**src/bsc_pkg.sv**
```systemverilog
package bsc_pkg;

	// ****************************************
	// Register map
	// ****************************************
	localparam int ADDR_W = 8;
	localparam int DATA_W = 8;
	localparam logic [7:0] RX_CTRL_OFS = 8'h28;
	localparam logic [7:0] SWITCH_MATRIX_CTRL_OFS = 8'h41;
	localparam logic [7:0] LOAD_AND_GUARD_CTRL_OFS = 8'h42;

	// ****************************************
	// Receive control fields
	// ****************************************
	localparam int RX_PGA_RATE_BIT = 0;
	localparam int RX_INAMP_CHOP_BIT = 1;
	localparam int RX_I_PHASE_BIT = 2;
	localparam int RX_Q_PHASE_BIT = 3;
	localparam logic [7:0] RX_CTRL_MASK = 8'h0F;
	localparam logic [7:0] RX_CTRL_RST = 8'h00;

	// ****************************************
	// Switch matrix fields
	// ****************************************
	localparam int SM_CAL_PORT_BIT = 0;
	localparam int SM_MATRIX_BIT = 1;
	localparam int SM_CAL_EXCL_BIT = 2;
	localparam int SM_SELFTEST_BIT = 5;
	localparam int SM_CAL_SEL_LSB = 6;
	localparam logic [7:0] SM_CTRL_MASK = 8'hE7;
	localparam logic [7:0] SM_CTRL_RST = 8'h00;

	// ****************************************
	// Load and guard fields
	// ****************************************
	localparam int LG_CAP_COMP_BIT = 0;
	localparam int LG_GUARD_BIT = 1;
	localparam int LG_SKIN_BIT = 5;
	localparam int LG_SKIN_SEL_LSB = 6;
	localparam logic [7:0] LG_CTRL_MASK = 8'hE3;
	localparam logic [7:0] LG_CTRL_RST = 8'h00;

	// ****************************************
	// Chopping dividers, in converter clock ticks per half period
	// ****************************************
	localparam int CHOP_CNT_W = 3;
	localparam logic [2:0] INAMP_CHOP_HALF = 3'h1;
	localparam logic [2:0] PGA_CHOP_HALF_DIV8 = 3'h4;
	localparam logic [2:0] PGA_CHOP_HALF_DIV4 = 3'h2;

endpackage

```
**src/bsc_chop_div.sv**
```systemverilog
`timescale 1ns/1ns
`default_nettype none
module bsc_chop_div #(
	parameter int CNT_W = 3
) (
	// Clock and reset
	input wire logic i_ref_clk,
	input wire logic i_rst,
	// Control
	input wire logic i_tick,
	input wire logic i_en,
	input wire logic [CNT_W-1:0] i_half,
	// Chopper phase
	output logic o_chop
);

	logic [CNT_W-1:0] cnt_q;

	initial begin
		if (CNT_W < 2) begin
			$error("bsc_chop_div: CNT_W must be at least 2");
		end
	end

	// ****************************************
	// Toggle the phase after i_half converter ticks.
	// ****************************************
	always_ff @(posedge i_ref_clk or posedge i_rst) begin
		if (i_rst) begin
			cnt_q <= '0;
			o_chop <= 1'b0;
		end else if (!i_en) begin
			cnt_q <= '0;
			o_chop <= 1'b0;
		end else if (i_tick) begin
			if (cnt_q + 1'b1 >= i_half) begin
				cnt_q <= '0;
				o_chop <= ~o_chop;
			end else begin
				cnt_q <= cnt_q + 1'b1;
			end
		end
	end

endmodule
`default_nettype wire

```
**src/bsc_switch_ctrl.sv**
```systemverilog
`timescale 1ns/1ns
`default_nettype none

module bsc_switch_ctrl
	import bsc_pkg::*;
#(
	parameter int HALF_W = CHOP_CNT_W
) (
	// Clock and reset
	input wire logic i_ref_clk,
	input wire logic i_rst,
	// Register port
	input wire logic [ADDR_W-1:0] i_addr,
	input wire logic [DATA_W-1:0] i_wdata,
	input wire logic i_wr,
	input wire logic i_rd,
	output logic [DATA_W-1:0] o_rdata,
	// Timing references from the synthesizer
	input wire logic i_conv_tick,
	input wire logic i_stim_inphase,
	input wire logic i_stim_quad,
	// Demodulator and chopper clocks
	output logic o_i_demod_clk,
	output logic o_q_demod_clk,
	output logic o_inamp_chop,
	output logic o_pga_chop,
	// Switch matrix controls
	output logic o_electrode_pins_on,
	output logic [3:0] o_cal_pin_on,
	// Load, guard and compensation controls
	output logic [3:0] o_selftest_load_sel,
	output logic [3:0] o_skin_load_sel,
	output logic o_guard_drive_on,
	output logic o_input_cap_comp_on
);

	// ****************************************
	// Elaboration checks
	// ****************************************
	initial begin
		if (HALF_W < CHOP_CNT_W) begin
			$error("bsc_switch_ctrl: HALF_W too narrow for the chop dividers");
		end
	end

	// ****************************************
	// Decoding helpers
	// ****************************************

	// Turns a two-bit value select into one switch enable, gated by the load enable.
	function automatic logic [3:0] load_onehot(input logic en, input logic [1:0] sel);
		logic [3:0] r;
		r = 4'h0;
		if (en) begin
			r[sel] = 1'b1;
		end
		return r;
	endfunction

	// ****************************************
	// Register storage
	// ****************************************
	logic [DATA_W-1:0] rx_ctrl_q;
	logic [DATA_W-1:0] sm_ctrl_q;
	logic [DATA_W-1:0] lg_ctrl_q;

	logic wr_rx;
	logic wr_sm;
	logic wr_lg;

	assign wr_rx = i_wr && (i_addr == RX_CTRL_OFS);
	assign wr_sm = i_wr && (i_addr == SWITCH_MATRIX_CTRL_OFS);
	assign wr_lg = i_wr && (i_addr == LOAD_AND_GUARD_CTRL_OFS);

	// Reserved positions are masked off so they never store a one.
	always_ff @(posedge i_ref_clk or posedge i_rst) begin
		if (i_rst) begin
			rx_ctrl_q <= RX_CTRL_RST;
		end else if (wr_rx) begin
			rx_ctrl_q <= i_wdata & RX_CTRL_MASK;
		end
	end

	always_ff @(posedge i_ref_clk or posedge i_rst) begin
		if (i_rst) begin
			sm_ctrl_q <= SM_CTRL_RST;
		end else if (wr_sm) begin
			sm_ctrl_q <= i_wdata & SM_CTRL_MASK;
		end
	end

	always_ff @(posedge i_ref_clk or posedge i_rst) begin
		if (i_rst) begin
			lg_ctrl_q <= LG_CTRL_RST;
		end else if (wr_lg) begin
			lg_ctrl_q <= i_wdata & LG_CTRL_MASK;
		end
	end

	// ****************************************
	// Read port
	// ****************************************

	// Data stand in the cycle after the read strobe only; unmapped offsets read zero.
	always_ff @(posedge i_ref_clk or posedge i_rst) begin
		if (i_rst) begin
			o_rdata <= '0;
		end else if (i_rd) begin
			unique case (i_addr)
				RX_CTRL_OFS: begin
					o_rdata <= rx_ctrl_q;
				end
				SWITCH_MATRIX_CTRL_OFS: begin
					o_rdata <= sm_ctrl_q;
				end
				LOAD_AND_GUARD_CTRL_OFS: begin
					o_rdata <= lg_ctrl_q;
				end
				default: begin
					o_rdata <= '0;
				end
			endcase
		end else begin
			o_rdata <= '0;
		end
	end

	// ****************************************
	// Field views
	// ****************************************
	logic q_demod_phase_sel;
	logic i_demod_phase_sel;
	logic inamp_chop_on;
	logic pga_chop_rate_sel;
	logic switch_matrix_on;
	logic cal_port_on;
	logic cal_pins_exclusive;
	logic selftest_load_on;
	logic [1:0] cal_load_value_sel;
	logic skin_load_on;
	logic [1:0] skin_load_value_sel;
	logic guard_drive_on;
	logic input_cap_comp_on;

	assign q_demod_phase_sel = rx_ctrl_q[RX_Q_PHASE_BIT];
	assign i_demod_phase_sel = rx_ctrl_q[RX_I_PHASE_BIT];
	assign inamp_chop_on = rx_ctrl_q[RX_INAMP_CHOP_BIT];
	assign pga_chop_rate_sel = rx_ctrl_q[RX_PGA_RATE_BIT];
	assign switch_matrix_on = sm_ctrl_q[SM_MATRIX_BIT];
	assign cal_port_on = sm_ctrl_q[SM_CAL_PORT_BIT];
	assign cal_pins_exclusive = sm_ctrl_q[SM_CAL_EXCL_BIT];
	assign selftest_load_on = sm_ctrl_q[SM_SELFTEST_BIT];
	assign cal_load_value_sel = sm_ctrl_q[SM_CAL_SEL_LSB +: 2];
	assign skin_load_on = lg_ctrl_q[LG_SKIN_BIT];
	assign skin_load_value_sel = lg_ctrl_q[LG_SKIN_SEL_LSB +: 2];
	assign guard_drive_on = lg_ctrl_q[LG_GUARD_BIT];
	assign input_cap_comp_on = lg_ctrl_q[LG_CAP_COMP_BIT];

	// ****************************************
	// Demodulator clock phase
	// ****************************************

	// The references come from synchronous synthesizer logic, so no synchroniser.
	always_ff @(posedge i_ref_clk or posedge i_rst) begin
		if (i_rst) begin
			o_i_demod_clk <= 1'b0;
			o_q_demod_clk <= 1'b0;
		end else begin
			o_i_demod_clk <= i_demod_phase_sel ? i_stim_quad : i_stim_inphase;
			o_q_demod_clk <= q_demod_phase_sel ? i_stim_inphase : i_stim_quad;
		end
	end

	// ****************************************
	// Chopping clocks
	// ****************************************
	logic [HALF_W-1:0] pga_half;
	logic [HALF_W-1:0] inamp_half;

	assign inamp_half = HALF_W'(INAMP_CHOP_HALF);
	assign pga_half = pga_chop_rate_sel ? HALF_W'(PGA_CHOP_HALF_DIV4) : HALF_W'(PGA_CHOP_HALF_DIV8);

	// One converter tick per half period gives converter clock divided by two.
	bsc_chop_div #(
		.CNT_W(HALF_W)
	) u_inamp_chop (
		.i_ref_clk(i_ref_clk),
		.i_rst(i_rst),
		.i_tick(i_conv_tick),
		.i_en(inamp_chop_on),
		.i_half(inamp_half),
		.o_chop(o_inamp_chop)
	);

	// The PGA and anti-alias filter chop continuously at the selected rate.
	bsc_chop_div #(
		.CNT_W(HALF_W)
	) u_pga_chop (
		.i_ref_clk(i_ref_clk),
		.i_rst(i_rst),
		.i_tick(i_conv_tick),
		.i_en(1'b1),
		.i_half(pga_half),
		.o_chop(o_pga_chop)
	);

	// ****************************************
	// Switch matrix decode
	// ****************************************
	logic cal_conn;
	logic elec_conn;

	always_comb begin
		cal_conn = 1'b0;
		elec_conn = 1'b0;
		if (switch_matrix_on) begin
			elec_conn = !(cal_port_on && cal_pins_exclusive);
			cal_conn = cal_port_on;
		end
	end

	// Pin enables, index 0 to 3: pos drive, pos sense, neg sense, neg drive.
	always_ff @(posedge i_ref_clk or posedge i_rst) begin
		if (i_rst) begin
			o_electrode_pins_on <= 1'b0;
			o_cal_pin_on <= 4'h0;
		end else begin
			o_electrode_pins_on <= elec_conn;
			o_cal_pin_on <= {4{cal_conn}};
		end
	end

	// ****************************************
	// Internal loads, guard and compensation
	// ****************************************

	// Each select bit closes one resistor across both drive/sense node pairs.
	always_ff @(posedge i_ref_clk or posedge i_rst) begin
		if (i_rst) begin
			o_selftest_load_sel <= 4'h0;
			o_skin_load_sel <= 4'h0;
		end else begin
			o_selftest_load_sel <= load_onehot(selftest_load_on, cal_load_value_sel);
			o_skin_load_sel <= load_onehot(skin_load_on, skin_load_value_sel);
		end
	end

	always_ff @(posedge i_ref_clk or posedge i_rst) begin
		if (i_rst) begin
			o_guard_drive_on <= 1'b0;
			o_input_cap_comp_on <= 1'b0;
		end else begin
			o_guard_drive_on <= guard_drive_on;
			o_input_cap_comp_on <= input_cap_comp_on;
		end
	end

endmodule
`default_nettype wire

```
**config.mk**
```make
export PLATFORM = sky130hd
export DESIGN_NAME = bsc_switch_ctrl
export DESIGN_NICKNAME = d
export VERILOG_FILES = /design/src/bsc_pkg.sv /design/src/bsc_chop_div.sv /design/src/bsc_switch_ctrl.sv
export SDC_FILE = /design/constraint.sdc
export NUM_CORES = 1
export LEC_CHECK = 0
export ABC_AREA = 1
export BUFFER_PORTS_ARGS = -buffer_cell sky130_fd_sc_hd__buf_4
export CAP_MARGIN = 20
export CORE_ASPECT_RATIO = 0.5
export CORE_UTILIZATION = 50
export DETAILED_ROUTE_END_ITERATION = 8
export PLACE_DENSITY = 0.73
export SLEW_MARGIN = 0
export SYNTH_ARGS = -nofsm -noshare
export SYNTH_HDL_FRONTEND = slang
export SYNTH_SLANG_ARGS = --single-unit
```
**constraint.sdc**
```tcl
create_clock -name i_ref_clk -period 2.3 [get_ports i_ref_clk]
set_input_delay 0.23 -clock i_ref_clk [delete_from_list [all_inputs] [get_ports i_ref_clk]]
set_output_delay 0.23 -clock i_ref_clk [all_outputs]
set_load 0.05 [all_outputs]
```
==> impl_summary.log <==
INFO  metric outcome = complete, no violations
INFO  metric coreArea = 3600 sq um
INFO  metric final_area = 2460 sq um
INFO  metric mappedNetlistNets = 239
INFO  metric place.gp.congestion = 0.856
INFO  metric antenna_violating_nets_post_route = 0
INFO  metric report.final.slew_viol_count = 0
INFO  metric clock_tree.buffer_depth = 2
INFO  metric nets = 288
INFO  metric worstSetupStartpoint = u_pga_chop.cnt_q[0]
INFO  metric layout_cell_share_with_drive_strength_beyond_1 = 0.280
INFO  metric first_pass_grt_wire_length = 5.91 mm
INFO  metric worst_path_largest_cell_delay = 0.42 ns
INFO  metric combinationalPowerShare = 0.228
INFO  metric std_cell_rows = 15
INFO  metric power.share.sequential = 0.469
INFO  metric synth-seq-cells = 44
INFO  metric start_kind = register
INFO  metric synth_seq_area_share = 0.559
INFO  metric number_of_sinks_on_the_clock_net = 44
INFO  metric finClkSkew = 0.00622 ns
INFO  metric clock_tree_from_tritoncts = built
INFO  metric vias_per_cell = 4.79
INFO  metric largest_fanout_on_the_critical_path = 4
INFO  metric grt_antenna_before_repair = 0
INFO  metric clk_pin_slew_worst_paths = 0.08 ns
INFO  metric worst_hold_slack = 0.0712 ns
INFO  metric firstDrtPassIters = 5
INFO  metric synth_top_area_frac = 0.559
INFO  metric internal_power = 0.00132 W
INFO  metric critical_path.cell_chain = ha_1 -> xnor2_1 -> inv_1 -> ha_1 -> a21oi_1 -> nand2_1 -> o31ai_1
INFO  metric slew_headroom = 0.637
INFO  metric post-cts-setup-buffers = 0
INFO  metric io_buffer_count = 47
INFO  metric number_of_global_route_vias_before_repair = 1,367
INFO  metric worstSetupPathDepth = 7
INFO  metric vdd_ir_drop_max = 0.000333 V
INFO  metric detail_route.wl_per_cell = 11.6 um
INFO  metric finalCritPeriodShare = 0.776
INFO  metric die_width = 90.8 um
INFO  metric routed_wl = 3.61 mm
INFO  metric postSynthCellCount = 211
INFO  metric finalHoldViolCount = 0
INFO  metric layout-area-overhead-vs-synth = 24.6%
INFO  metric dp.final_hpwl = 2.72 mm
INFO  metric overflow = 0
INFO  metric power_per_cell_area = 771 nW/um^2
INFO  metric clock_insertion_delay_worst_skew = 0.29 ns
INFO  metric switching_share_of_power = 0.304
INFO  metric numCtsBuffers = 5
INFO  metric total_switching_power = 0.000575 W
INFO  metric tns = 0 ns
INFO  metric post_cts_resized = 0
INFO  metric height_of_the_chip = 46.4 um
INFO  metric highest_achievable_clock_rate = 561 MHz
INFO  metric finalPower = 0.00189 W
INFO  metric die_area = 4210 sq um
INFO  metric power.static_leakage = 1.32 nW
INFO  metric synthDistinctLibCells = 22
INFO  metric post_dp_cell_area = 2350 sq um
INFO  metric synth.area.top_cells = dfrtp_1 56%, nand2_1 7.6%, inv_1 6.3%, nand3_1 4.8%, o21ai_0 4.3%
INFO  metric synth_area_per_cell = 9.34 sq um
INFO  metric power.clock.fraction = 0.303
INFO  metric cell_type_contributing_the_most_total_cell_area_after_synthesis = dfrtp_1
INFO  metric worstRegToRegCells = 7
INFO  metric htreeDepth = 2
INFO  metric critical_path_required = 2.51 ns
INFO  metric remaining_drc_errors = 0
INFO  metric worst_pin_slew = 0.544 ns
INFO  metric cts.root.buffer_cell = clkbuf_8
INFO  metric setup_viol_count_final = 0
INFO  metric final.min_clock_period = 1.78 ns
INFO  metric worst_r2r_startpoint = u_pga_chop.cnt_q[0]
INFO  metric syn-cell-area = 1970 sq um
INFO  metric critical-path-slowest-cell = dfrtp_1
INFO  metric critPathBufInv = 1
INFO  metric i_o_pin_count = 50
INFO  metric initial_util = 0.547
INFO  metric diodes = 0
INFO  metric initialDrtViolationCount = 66
INFO  metric preCtsSetupSlack = 0.525 ns
INFO  metric yosys_warnings = 0
INFO  metric grt_util_all_layers = 0.190
INFO  metric post-route-worst-setup-slack = 0.516 ns
INFO  metric grt_setup_unrepaired = no
INFO  metric worst_hold_path_type = in -> async
INFO  metric path_delay_family = adder cells
INFO  metric timing.critical_path.arrival = 1.99 ns
INFO  metric worst_path_most_repeated_cell = ha_1
INFO  metric path_class = reg -> reg
INFO  metric timing.max_cap.violations = 0
INFO  metric grt_max_degree = 45
INFO  metric setup.worst_path.end_class = register
INFO  metric cts_hold_buffers = 0
INFO  metric vias_after_detailed_routing = 1,493
-- registers in the layout, indices dropped and copies added, names as in the netlist --
| register | flops |
|---|---|
| lg_ctrl_q | 5 |
| o_cal_pin_on | 1 |
| o_electrode_pins_on | 1 |
| o_guard_drive_on | 1 |
| o_i_demod_clk | 1 |
| o_input_cap_comp_on | 1 |
| o_q_demod_clk | 1 |
| o_rdata | 7 |
| o_selftest_load_sel | 4 |
| o_skin_load_sel | 4 |
| rx_ctrl_q | 4 |
| sm_ctrl_q | 6 |
| u_inamp_chop.cnt_q | 3 |
| u_inamp_chop.o_chop | 1 |
| u_pga_chop.cnt_q | 3 |
| u_pga_chop.o_chop | 1 |
-- power by group through the flow --
| stage | Clock [W] | Sequential (W) | Combinational [W] |
|---|---|---|---|
| 2_1_floorplan | 0 | 0.00100 | 0.000202 |
| 3_3_place_gp | 0 | 0.000901 | 0.000414 |
| 3_5_place_dp | 0 | 0.000904 | 0.000434 |
| 4_1_cts | 0.000588 | 0.000889 | 0.000436 |
| 5_1_grt | 0.000613 | 0.000896 | 0.000469 |
| 6_report | 0.000575 | 0.000888 | 0.000431 |
-- worst paths after layout --
kind	end	slack [ns]
worst max-delay path	u_pga_chop.cnt_q[2]	0.52
worst min register to register	o_guard_drive_on	0.41
worst min-delay path	u_pga_chop.cnt_q[0]	0.07
min in group i_ref_clk	sm_ctrl_q[2]	0.15
worst max register to register	u_pga_chop.cnt_q[2]	0.52
max in group asynchronous	o_skin_load_sel[1]	1.86
-- layout by cell type, fill, tap and decap left out, drive strengths merged --
master,count
a21oi,5
buf,48
bufinv,1
clkbuf,6
clkinv,1
conb,1
dfrtp,44
ha,5
inv,34
nand2,49
nand3,19
nor2,15
nor3,10
o21ai,18
o31ai,1
xnor2,4
-- synth_stat cells (all sizes together) --
cell	n
nand2	49
nor2	15
nor3	10
buf	6
o31ai	1
xnor2	4
dfrtp	44
ha	5
conb	1
o21ai	18
nand3	19
inv	34
a21oi	5
-- metal layers --
layer | vias up | wire length [um] | global-route usage
met2 | 29 | 1780 | 0.335
met1 | 706 | 1650 | 0.236
met4 | 0 | 34 | 0.0667
met3 | 5 | 148 | 0.0512
li1 | 753 | - | -
met5 | - | 0 | 0
-- per-stage QoR --
step                 util  std cells
floorplan               -        211
global placement    0.652        304
detailed placement  0.652        304
CTS                 0.682        312
global route        0.682        312
finish              0.682        312
-- kinds of logic after synthesis --
logic type	count (synthesis)	share of synthesized area
simple gates	93	0.239
flops	44	0.559
buf+inv	40	0.0883
compound gates	24	0.0622
fa+ha+maj	5	0.0317
xor+xnor	4	0.0178
other cells	1	0.00190
-- cell type report --
type	count	area [sq um]
Fill cell	304	1150
Sequential cell	44	1100
Clock inverter	2	35.0
Multi-Input combinational cell	127	696
Clock buffer	6	72.6
Timing Repair Buffer	48	360
Tap cell	51	63.8
Inverter	34	128
-- worst reg2reg max path: stages (launching register included) --
cell and delay, ns:
dfrtp_1 0.42, ha_1 0.22, xnor2_1 0.20, inv_1 0.07
ha_1 0.30, a21oi_1 0.17, nand2_1 0.12, o31ai_1 0.19
Power figures use the tool's default switching activity.
